==> src/cvt_pkg.sv <==
package cvt_pkg;
    // ------------------------------------------------------------
    // clock and counters
    // ------------------------------------------------------------
    localparam int CLK_PERIOD_NS = 40;
    localparam int CNT_W = 32;
    localparam int NS_PER_MS = 1000000;
    localparam int NS_PER_S10 = 100000000;

    // ------------------------------------------------------------
    // times as printed, then cycle counts
    // ------------------------------------------------------------
    localparam int DWELL_MAX_MS = 250;
    localparam int BLOCK_MIN_S10 = 15;
    localparam int DWELL_MAX_CYC = (DWELL_MAX_MS * NS_PER_MS) / CLK_PERIOD_NS;
    localparam int BLOCK_MIN_CYC = (BLOCK_MIN_S10 * NS_PER_S10 + CLK_PERIOD_NS - 1)
                                   / CLK_PERIOD_NS;
    localparam int MATCH_MS = 32;
    localparam int CREDIT_MS = 32;
    localparam int CREDIT_GAP_MS = 32;
    localparam int FAULT_BASE_MS = 32;
    localparam int GATE_OPEN_MS = 200;
    localparam int MATCH_CYC = (MATCH_MS * NS_PER_MS) / CLK_PERIOD_NS;
    localparam int CREDIT_CYC = (CREDIT_MS * NS_PER_MS) / CLK_PERIOD_NS;
    localparam int CREDIT_GAP_CYC = (CREDIT_GAP_MS * NS_PER_MS) / CLK_PERIOD_NS;
    localparam int FAULT_BASE_CYC = (FAULT_BASE_MS * NS_PER_MS) / CLK_PERIOD_NS;
    localparam int GATE_OPEN_CYC = (GATE_OPEN_MS * NS_PER_MS) / CLK_PERIOD_NS;

    // ------------------------------------------------------------
    // input vector layout and field widths
    // ------------------------------------------------------------
    localparam int IN_W = 8;
    localparam int IN_COIL = 0;
    localparam int IN_UPPER = 1;
    localparam int IN_LOWER = 2;
    localparam int IN_BLOCK = 3;
    localparam int IN_POL = 4;
    localparam int IN_REF = 5;
    localparam int IN_SEL = 6;
    localparam int FAULT_SEL_W = 2;
    localparam int MATCH_W = 3;
    localparam int QUEUE_W = 4;
    localparam logic [MATCH_W-1:0] MATCH_MAX = 3'h7;
    localparam logic [QUEUE_W-1:0] QUEUE_MAX = 4'hF;

    typedef enum logic [1:0] {
        OPT_IDLE,
        OPT_UPPER,
        OPT_BOTH,
        OPT_LOWER
    } cvt_opt_t;
endpackage

==> src/cvt_pulse_if.sv <==
`timescale 1ns/1ps
interface cvt_pulse_if;
    import cvt_pkg::*;
    logic start;
    logic [CNT_W-1:0] high_len;
    logic [CNT_W-1:0] low_len;
    logic pulse;
    logic busy;
    modport gen (input start, input high_len, input low_len, output pulse, output busy);
    modport user (output start, output high_len, output low_len, input pulse, input busy);
endinterface

==> src/cvt_pulse_gen.sv <==
`timescale 1ns/1ps
module cvt_pulse_gen (
    input wire logic core_clk,
    input wire logic rst,
    cvt_pulse_if.gen pif
);
    import cvt_pkg::*;

    typedef struct packed {
        logic busy;
        logic high;
        logic [CNT_W-1:0] cnt;
    } cvt_pg_t;

    cvt_pg_t s_q;
    cvt_pg_t s_d;

    // ------------------------------------------------------------
    // high phase then optional low phase; start ignored while busy
    // ------------------------------------------------------------
    always_comb begin
        s_d = s_q;
        if (!s_q.busy) begin
            if (pif.start) begin
                s_d.busy = 1'b1;
                s_d.high = 1'b1;
                s_d.cnt = (pif.high_len == '0) ? '0 : pif.high_len - 1'b1;
            end
        end else if (s_q.cnt != '0) begin
            s_d.cnt = s_q.cnt - 1'b1;
        end else if (s_q.high && pif.low_len != '0) begin
            s_d.high = 1'b0;
            s_d.cnt = pif.low_len - 1'b1;
        end else begin
            s_d.busy = 1'b0;
            s_d.high = 1'b0;
        end
    end

    always_ff @(posedge core_clk or posedge rst) begin
        if (rst) begin
            s_q <= '0;
        end else begin
            s_q <= s_d;
        end
    end

    assign pif.pulse = s_q.busy & s_q.high;
    assign pif.busy = s_q.busy;
endmodule

==> src/cvt_coin_validator.sv <==
`timescale 1ns/1ps
module cvt_coin_validator #(
    parameter int DWELL_CYC = cvt_pkg::DWELL_MAX_CYC,
    parameter int BLOCK_CYC = cvt_pkg::BLOCK_MIN_CYC,
    parameter int MATCH_LEN = cvt_pkg::MATCH_CYC,
    parameter int CREDIT_LEN = cvt_pkg::CREDIT_CYC,
    parameter int CREDIT_GAP = cvt_pkg::CREDIT_GAP_CYC,
    parameter int FAULT_BASE = cvt_pkg::FAULT_BASE_CYC,
    parameter int GATE_LEN = cvt_pkg::GATE_OPEN_CYC
) (
    input wire logic core_clk,
    input wire logic rst,
    input wire logic coil_valid,
    input wire logic optic_upper,
    input wire logic optic_lower,
    input wire logic acceptance_block,
    input wire logic block_active_high,
    input wire logic ref_coin_present,
    input wire logic [cvt_pkg::FAULT_SEL_W-1:0] fault_len_sel,
    output logic coil_match,
    output logic coin_accepted,
    output logic fault_alert,
    output logic accept_gate,
    output logic lamp_green,
    output logic lamp_red
);
    import cvt_pkg::*;

    typedef struct packed {
        logic [IN_W-1:0] sync1;
        logic [IN_W-1:0] sync2;
        logic coil_prev;
        cvt_opt_t opt;
        logic [CNT_W-1:0] dwell_cnt;
        logic dwell_fired;
        logic [CNT_W-1:0] blk_cnt;
        logic blk_hold;
        logic [MATCH_W-1:0] match_cnt;
        logic [QUEUE_W-1:0] queue;
        logic [CNT_W-1:0] gate_cnt;
        logic coil_match;
        logic coin_accepted;
        logic fault_alert;
        logic accept_gate;
        logic lamp_green;
        logic lamp_red;
    } cvt_state_t;

    cvt_state_t s_q;
    cvt_state_t s_d;

    cvt_pulse_if match_if ();
    cvt_pulse_if credit_if ();
    cvt_pulse_if fault_if ();

    cvt_pulse_gen u_match (.core_clk(core_clk), .rst(rst), .pif(match_if.gen));
    cvt_pulse_gen u_credit (.core_clk(core_clk), .rst(rst), .pif(credit_if.gen));
    cvt_pulse_gen u_fault (.core_clk(core_clk), .rst(rst), .pif(fault_if.gen));

    logic coil_s;
    logic upper_s;
    logic lower_s;
    logic blocked;
    logic coil_rise;
    logic fault_ev;
    logic fault_now;
    logic enabled;
    logic passage;
    logic reverse;
    logic credit_start;
    logic [FAULT_SEL_W-1:0] sel_s;

    // ------------------------------------------------------------
    // synchronised inputs and decoded conditions
    // ------------------------------------------------------------
    assign coil_s = s_q.sync2[IN_COIL];
    assign upper_s = s_q.sync2[IN_UPPER];
    assign lower_s = s_q.sync2[IN_LOWER];
    assign sel_s = s_q.sync2[IN_SEL +: FAULT_SEL_W];
    assign blocked = s_q.sync2[IN_BLOCK] == s_q.sync2[IN_POL];
    assign coil_rise = coil_s & ~s_q.coil_prev;
    assign reverse = (s_q.opt == OPT_IDLE) & lower_s & ~upper_s;
    assign passage = (s_q.opt == OPT_LOWER) & ~lower_s & ~upper_s;
    assign credit_start = (s_q.queue != '0) & ~credit_if.busy;

    // ------------------------------------------------------------
    // pulse generator requests
    // ------------------------------------------------------------
    assign match_if.start = coil_rise;
    assign match_if.high_len = CNT_W'(MATCH_LEN);
    assign match_if.low_len = '0;
    assign credit_if.start = credit_start;
    assign credit_if.high_len = CNT_W'(CREDIT_LEN);
    assign credit_if.low_len = CNT_W'(CREDIT_GAP);
    assign fault_if.high_len = CNT_W'(FAULT_BASE) << sel_s;
    assign fault_if.low_len = '0;
    assign fault_if.start = fault_ev;

    always_comb begin
        s_d = s_q;
        fault_ev = 1'b0;
        s_d.sync1 = {fault_len_sel, ref_coin_present, block_active_high,
                     acceptance_block, optic_lower, optic_upper, coil_valid};
        s_d.sync2 = s_q.sync1;
        s_d.coil_prev = coil_s;

        // --------------------------------------------------------
        // coil dwell supervision
        // --------------------------------------------------------
        if (!coil_s) begin
            s_d.dwell_cnt = '0;
            s_d.dwell_fired = 1'b0;
        end else if (s_q.dwell_cnt < CNT_W'(DWELL_CYC)) begin
            s_d.dwell_cnt = s_q.dwell_cnt + 1'b1;
        end else if (!s_q.dwell_fired) begin
            s_d.dwell_fired = 1'b1;
            fault_ev = 1'b1;
        end

        // --------------------------------------------------------
        // blocked optic hold
        // --------------------------------------------------------
        if (!upper_s && !lower_s) begin
            s_d.blk_cnt = '0;
            s_d.blk_hold = 1'b0;
        end else if (s_q.blk_cnt < CNT_W'(BLOCK_CYC) - 1'b1) begin
            s_d.blk_cnt = s_q.blk_cnt + 1'b1;
        end else begin
            s_d.blk_hold = 1'b1;
        end

        // --------------------------------------------------------
        // optic passage sequence
        // --------------------------------------------------------
        case (s_q.opt)
            OPT_IDLE: begin
                if (upper_s && !lower_s) begin
                    s_d.opt = OPT_UPPER;
                end else if (lower_s) begin
                    fault_ev = 1'b1;
                end
            end
            OPT_UPPER: begin
                if (lower_s) begin
                    s_d.opt = OPT_BOTH;
                end else if (!upper_s) begin
                    s_d.opt = OPT_IDLE;
                end
            end
            OPT_BOTH: begin
                if (!upper_s) begin
                    s_d.opt = OPT_LOWER;
                end else if (!lower_s) begin
                    s_d.opt = OPT_UPPER;
                    fault_ev = 1'b1;
                end
            end
            OPT_LOWER: begin
                if (upper_s) begin
                    s_d.opt = OPT_BOTH;
                    fault_ev = 1'b1;
                end else if (!lower_s) begin
                    s_d.opt = OPT_IDLE;
                end
            end
            default: begin
                s_d.opt = OPT_IDLE;
            end
        endcase

        fault_now = fault_if.pulse | s_q.blk_hold;
        enabled = ~blocked & ~fault_now & s_q.sync2[IN_REF];

        // --------------------------------------------------------
        // gate, match pairing and credit queue
        // --------------------------------------------------------
        if (!enabled) begin
            s_d.gate_cnt = '0;
        end else if (coil_rise) begin
            s_d.gate_cnt = CNT_W'(GATE_LEN);
        end else if (s_q.gate_cnt != '0) begin
            s_d.gate_cnt = s_q.gate_cnt - 1'b1;
        end

        if (coil_rise && enabled && s_q.match_cnt != MATCH_MAX) begin
            s_d.match_cnt = s_q.match_cnt + 1'b1;
        end
        if (passage) begin
            if (s_d.match_cnt != '0) begin
                s_d.match_cnt = s_d.match_cnt - 1'b1;
                if (s_q.queue != QUEUE_MAX) begin
                    s_d.queue = s_q.queue + 1'b1;
                end
            end else begin
                fault_ev = 1'b1;
            end
        end
        if (credit_start) begin
            s_d.queue = s_d.queue - 1'b1;
        end

        // --------------------------------------------------------
        // registered outputs
        // --------------------------------------------------------
        s_d.coil_match = match_if.pulse;
        s_d.coin_accepted = credit_if.pulse;
        s_d.fault_alert = fault_now;
        s_d.accept_gate = s_d.gate_cnt != '0;
        s_d.lamp_red = ~enabled;
        s_d.lamp_green = enabled;
    end

    always_ff @(posedge core_clk or posedge rst) begin
        if (rst) begin
            s_q <= '0;
        end else begin
            s_q <= s_d;
        end
    end

    assign coil_match = s_q.coil_match;
    assign coin_accepted = s_q.coin_accepted;
    assign fault_alert = s_q.fault_alert;
    assign accept_gate = s_q.accept_gate;
    assign lamp_green = s_q.lamp_green;
    assign lamp_red = s_q.lamp_red;

    // ------------------------------------------------------------
    // checks
    // ------------------------------------------------------------
    a_block_gate_shut: assert property (@(posedge core_clk) disable iff (rst)
        blocked |=> !accept_gate && lamp_red)
        else $error("gate open while acceptance blocked");

    a_dwell_fault: assert property (@(posedge core_clk) disable iff (rst)
        (coil_s && s_q.dwell_cnt == CNT_W'(DWELL_CYC) && !s_q.dwell_fired
         && !fault_if.busy) |-> ##2 fault_alert)
        else $error("long coil dwell gave no fault");

    a_hold_blocked: assert property (@(posedge core_clk) disable iff (rst)
        (s_q.blk_hold && (upper_s || lower_s)) |=> fault_alert)
        else $error("fault dropped while optic still blocked");

    a_reverse_fault: assert property (@(posedge core_clk) disable iff (rst)
        (reverse && !fault_if.busy) |-> ##2 fault_alert)
        else $error("reverse travel gave no fault");

    a_unmatched_fault: assert property (@(posedge core_clk) disable iff (rst)
        (passage && s_q.match_cnt == '0 && !(coil_rise && enabled) && !fault_if.busy)
        |-> ##2 fault_alert)
        else $error("unmatched passage gave no fault");

    a_fault_gate_shut: assert property (@(posedge core_clk) disable iff (rst)
        fault_alert |-> !accept_gate)
        else $error("gate open during fault");

    a_credit_paired: assert property (@(posedge core_clk) disable iff (rst)
        $rose(coin_accepted) |-> $past(s_q.queue, 2) != '0)
        else $error("credit without queued coin");

    a_match_pulse: assert property (@(posedge core_clk) disable iff (rst)
        (coil_rise && !match_if.busy) |-> ##2 coil_match)
        else $error("coil detection gave no match pulse");

    a_lamp_colours: assert property (@(posedge core_clk) disable iff (rst)
        !$past(rst) |-> lamp_green != lamp_red)
        else $error("lamp both or neither colour");

    a_red_refuse: assert property (@(posedge core_clk) disable iff (rst)
        lamp_red |-> !accept_gate && !$rose(accept_gate))
        else $error("coin accepted while lamp red");

    a_gate_opens: assert property (@(posedge core_clk) disable iff (rst)
        (coil_rise && enabled) |=> accept_gate)
        else $error("enabled coil match left gate shut");

    a_passage_queued: assert property (@(posedge core_clk) disable iff (rst)
        (passage && s_q.match_cnt != '0 && s_q.queue != QUEUE_MAX && !credit_start)
        |=> s_q.queue == $past(s_q.queue) + 1'b1)
        else $error("paired passage not queued");

    a_backout_fault: assert property (@(posedge core_clk) disable iff (rst)
        (s_q.opt == OPT_BOTH && upper_s && !lower_s && !fault_if.busy) |-> ##2 fault_alert)
        else $error("coin backing out gave no fault");

    a_noref_red: assert property (@(posedge core_clk) disable iff (rst)
        !s_q.sync2[IN_REF] |=> lamp_red)
        else $error("lamp not red without reference coin");
endmodule

==> config.mk <==
export PLATFORM = sky130hd
export DESIGN_NAME = cvt_coin_validator
export DESIGN_NICKNAME = d
export VERILOG_FILES = /design/src/cvt_pkg.sv /design/src/cvt_pulse_if.sv /design/src/cvt_pulse_gen.sv /design/src/cvt_coin_validator.sv
export SDC_FILE = /design/constraint.sdc
export NUM_CORES = 1
export LEC_CHECK = 0
export BUFFER_PORTS_ARGS = -buffer_cell sky130_fd_sc_hd__buf_2
export CORE_UTILIZATION = 49
export CTS_CLUSTER_SIZE = 16
export DETAILED_ROUTE_END_ITERATION = 6
export PLACE_DENSITY = 0.66
export REMOVE_ABC_BUFFERS = 1
export SKIP_CTS_REPAIR_TIMING = 1
export SLEW_MARGIN = 0
export SYNTH_ARGS = -nofsm -noshare
export SYNTH_HDL_FRONTEND = slang
export SYNTH_SLANG_ARGS = --single-unit
==> constraint.sdc <==
create_clock -name core_clk -period 9.4 [get_ports core_clk]
set_clock_uncertainty 0.15 [all_clocks]
set_input_delay 1.88 -clock core_clk [delete_from_list [all_inputs] [get_ports core_clk]]
set_output_delay 1.88 -clock core_clk [all_outputs]
set_load 0.1 [all_outputs]
Yosys cells after proc, flatten, opt, wreduce, memory -nomap -nowiden
Index checks and enable logic that the tools add are counted.

Output and inout bits: 6. Register bits: 232. Input bits: 10. Word-level logic and storage cells: 150.

Add/subtract/negate cells: 11. Shifts and indexed selects: 1. Equality and inequality tests: 19. Mux-type cells: 48. $lt $le $gt $ge: 2. Bitwise gates (word level): 17. Reductions and logical operators: 26.

Operator list (count): 32-bit 2-to-1 mux (10); 34-bit 2-to-1 mux (6); 32-bit nonzero test (5); 32-bit by 1-bit subtractor with 32-bit output (second input constant) (5); 33-bit 2-to-1 mux (2); 32-bit by 1-bit adder with 32-bit output (second input constant) (2); 32-bit zero test (1); 32-bit by 23-bit less-than comparator with 1-bit output (second input constant) (1); 32-bit by 26-bit less-than comparator with 1-bit output (second input constant) (1); 20-bit by 2-bit << shifter with 32-bit output (first input constant) (1); 2-bit 2-to-1 mux (10); 3-bit != test (second input constant) (5); 7-bit 2-to-1 mux (2); 2-bit != test (second input constant) (7); 1-bit 2-to-1 mux (13); 2-bit AND reduction (6); 1-bit bitwise AND (9); 4-bit 2-to-1 mux (2); 2-bit case mux with 4 select lines (1); 2-bit nonzero test (4); 1-bit NOT (7); 4-bit by 1-bit adder with 4-bit output (second input constant) (1); 2-bit equality test (second input constant) (2); 1-bit logical AND (4); 15 further kinds (17).

Depth between registers and ports, before layout
Depth in word-level cells: 13. Depth in mapped cells: 15. Gate-level depth less buffers: 13.

Hierarchy
From an unflattened synthesis, not the netlist that was laid out.

Cell total of the unflattened synthesis: 2084. Area, all modules: 17406.7 um^2.

Modules (own cells, without submodules): cvt_pulse_gen (times used 3, cells each 489, sequential area each 850.8 um^2, area each 3687.3 um^2); cvt_coin_validator (times used 1, cells each 617, sequential area each 3253.1 um^2, area each 6344.8 um^2).

Worst setup path before layout
Ideal clock, no wire load.

Kind: flip-flop to flip-flop. Start point: register s_q[32] (netlist name). End point: register s_q, in the netlist accept_gate. Arrival: 3.205 ns. Path buffers: 0. Clock period less this slack: 3.494 ns. Cell stages (with the launch flop): 9. Setup slack: 5.906 ns. Cell sequence: dfrtp_1 or4_4 or4_4 nor3_4 a311o_2 a21oi_1 or4_1 or4_1 or4_1.

RTL lines: from (decl) (RTL line cvt_coin_validator.sv:49) `cvt_state_t s_q;`; from (signal assigned) (RTL line cvt_coin_validator.sv:215) `s_q <= '0;`; from (signal assigned) (RTL line cvt_coin_validator.sv:217) `s_q <= s_d;`.

==> flow_summary.toml <==
[worst_setup_path]
crit_arrival_ns = 4.52
max_stage_delay_ns = 0.58
reg2regPathDepth = 13
cp_slowest_cell = "or3_1"
crit_required_ns = 9.64
end_kind = "flip-flop"
startpoint_type = "flip-flop"
path_cells = "a21oi_1, nand3_1, or3_1, xor2_1, ha_1, ha_1, nor2_1, inv_1, a31oi_1, mux2i_1, ha_1, nand2_1, xor2_1"
path_class = "reg -> reg"
cp_common_cell = "ha_1"
rr_startpoint = "u_fault.pif.busy"
path_max_fanout = 12
crit_start = "u_fault.pif.busy"

[placement]
io_buffer_count = 15
hpwl_mm = 15.7
place.gp.congestion = 0.887
dp_worst_setup_slack_ns = 5.19
placed_cell_area_sq_mm = 0.0120

[pwr]
power_leakage_nw = 5.76
ir_drop_mv = 0.151
power.density_mw_per_mm2 = 272

[floorplan]
rows = 55
initial_core_util_pct = 50.7
num_io_pins = 16
die_y_microns = 156
die_area_sq_mm = 0.0243
core_area_sq_mm = 0.0229
die_x_microns = 156

[grt]
track_usage_pct = 20.7
grt_pass1_vias = 8507
grt_pass1_wl_mm = 41.6
grt_max_degree = 152
grt.overflow.total = 0
grt_antenna_before_repair = 0

[timing]
slew_headroom_pct = 22.7
finalHoldViolations = 0
drv_slew = 0
rsz0062_at_grt = "false"
tightest_slew_ns = 1.16
tns_ns = 0
setup_viol_count_final = 0
setup_ws_ns = 5.12
post-route-period-util_pct = 45.6
fin_crit_ns = 4.28
max_clock_freq_mhz = 234

[synthesis]
synthTopCellsByCount = "232 x dfrtp_1, 127 x nand2_1, 127 x nor2_1, 58 x xnor2_1, 57 x nor3_1"
ys.flop_type = "dfrtp_1"
yosys_warnings = 0
syn_inst = 1213
synth_area_sq_mm = 0.0116
synth_seq_cells = 232
ys_seq_area_share_pct = 50.0
async_flop_share_pct = 100
syn_area_per_cell_sq_um = 9.58
synth_top_area_share_pct = 50.0
synth_cell_types = 68
synth_most_common_cell = "dfrtp_1"
synth_edf_count = 0
synth_top_cell_by_area = "dfrtp_1"
synthTopCellsByArea = "dfrtp_1 50%, xnor2_1 4.4%, nand2_1 4.1%, nor2_1 4.1%, ha_1 2.7%"

[clock_tree]
cts_made_buffers = 26
cts_buffer_depth = 3
clk-insertion-delay-late_ns = 0.53
cts_sinks = 232
h-tree-depth = 1
cts_tree = "built"
path_clk_slew_ns = 0.06
root_buffer = "clkbuf_16"

[finish]
multi_input_area_sq_mm = 0.00553
seq_area_sq_mm = 0.00581
postLayoutCellArea_sq_mm = 0.0130
fill_cells = 1983
drive_above_1_share_pct = 7.94
diodes = 0
finalNetCount = 1263
area_growth_pct = 11.6

[min_path]
worst_hold_startpoint = "s_d[121]"
hold_depth = 0
hold_class = "reg -> reg"

[routing]
wl_per_cell_microns = 15.5
drc_errors = 0
drt_iter0_markers = 538
wl_mm = 24.2
firstDrtPassIters = 5
via_per_inst = 5.69
vias = 8876
antenna_left = 0

[status]
outcome = "complete, no violations"

[flow_run]
drv_cap = 0
## per-stage QoR
step                utilization, %  total power [mW]  instances  hold slack [ns]
detailed placement            52.4              2.41       1513            0.185
floorplan                        -              2.13       1175            0.181
CTS                           56.6              3.55       1560            0.198
global placement              52.4              2.39       1513            0.184
global route                  56.6              3.75       1560            0.203
finish                        56.6              3.53       1560            0.186
## report_power, final
group	internal, mW	switching [mW]
sequential	1.15	0.156
combinational	0.422	0.690
clock	0.698	0.415
## worst paths after layout
path	to	slack, ns
min in group asynchronous	s_q[115]	1.46
min	s_q[121]	0.19
max in group asynchronous	s_q[24]	6.04
max	s_q[40]	5.12
max reg2reg	s_q[40]	5.12
min reg2reg	s_q[121]	0.19
## placed cells by master, fill, tap and decap left out, types with 6 or more instances in the layout
master | Yosys | layout
and2_1 | 47 | 47
clkbuf_16 | 0 | 27
a31oi_1 | 17 | 17
o31ai_1 | 17 | 17
xnor2_1 | 58 | 58
ha_1 | 25 | 25
nand3_1 | 49 | 49
or4_1 | 17 | 17
nand2b_1 | 8 | 8
buf_2 | 1 | 15
nor2b_1 | 8 | 8
buf_4 | 0 | 10
and4_1 | 6 | 6
nor4_1 | 32 | 32
dfrtp_1 | 232 | 232
o211ai_1 | 10 | 10
and3_1 | 18 | 18
inv_1 | 36 | 35
o21ai_0 | 53 | 53
nor2_1 | 127 | 126
xor2_1 | 35 | 35
a21oi_1 | 38 | 38
nor3_1 | 57 | 57
nand2_1 | 127 | 127
nand4_1 | 29 | 29
mux2i_1 | 11 | 11
or3_1 | 23 | 23
## critical path: cells and delay by family (launching register included)
kind | cells | cell delay [ns]
AOI/OAI and AO/OA | 2 | 0.60
DFF | 1 | 0.51
and+or+nand+nor | 4 | 1.40
muxes | 1 | 0.34
xor gates and xnor gates | 2 | 0.36
adders and majority gates | 3 | 0.65
buffers and inverters | 1 | 0.13
## flip-flops by register name, summed over array words and instances, names as in the netlist, 8 cells and up
name,cells
u_match.s_q,33
u_credit.s_q,33
u_fault.s_q,33
s_q,114
s_d,8
## kinds of logic after synthesis
group,synth area share [%]
AND/OR/NAND/NOR,25.1
flip-flops,50.0
AO/OA/AOI/OAI,11.3
XOR/XNOR,7.01
buffers and inverters,2.49
adder cells (fa/ha/maj),2.69
multiplexers,1.43
## cell type report
cell class | count | area share (%)
clock buffer | 33 | 5.77
clock inverter | 14 | 1.59
inverter | 36 | 1.10
multi-input combinational | 907 | 42.6
sequential | 232 | 44.8
tap | 313 | 3.02
timing repair buffer | 25 | 1.16
## per-layer routing
metal	track usage [%]	wire length [microns]	vias to the layer above
li1	-	-	4386
met1	30.5	12200	4304
met2	31.9	10700	153
met3	3.00	900	33
met4	5.37	452	0
met5	0	0	-
No activity file was read; power rests on OpenSTA's default activity.
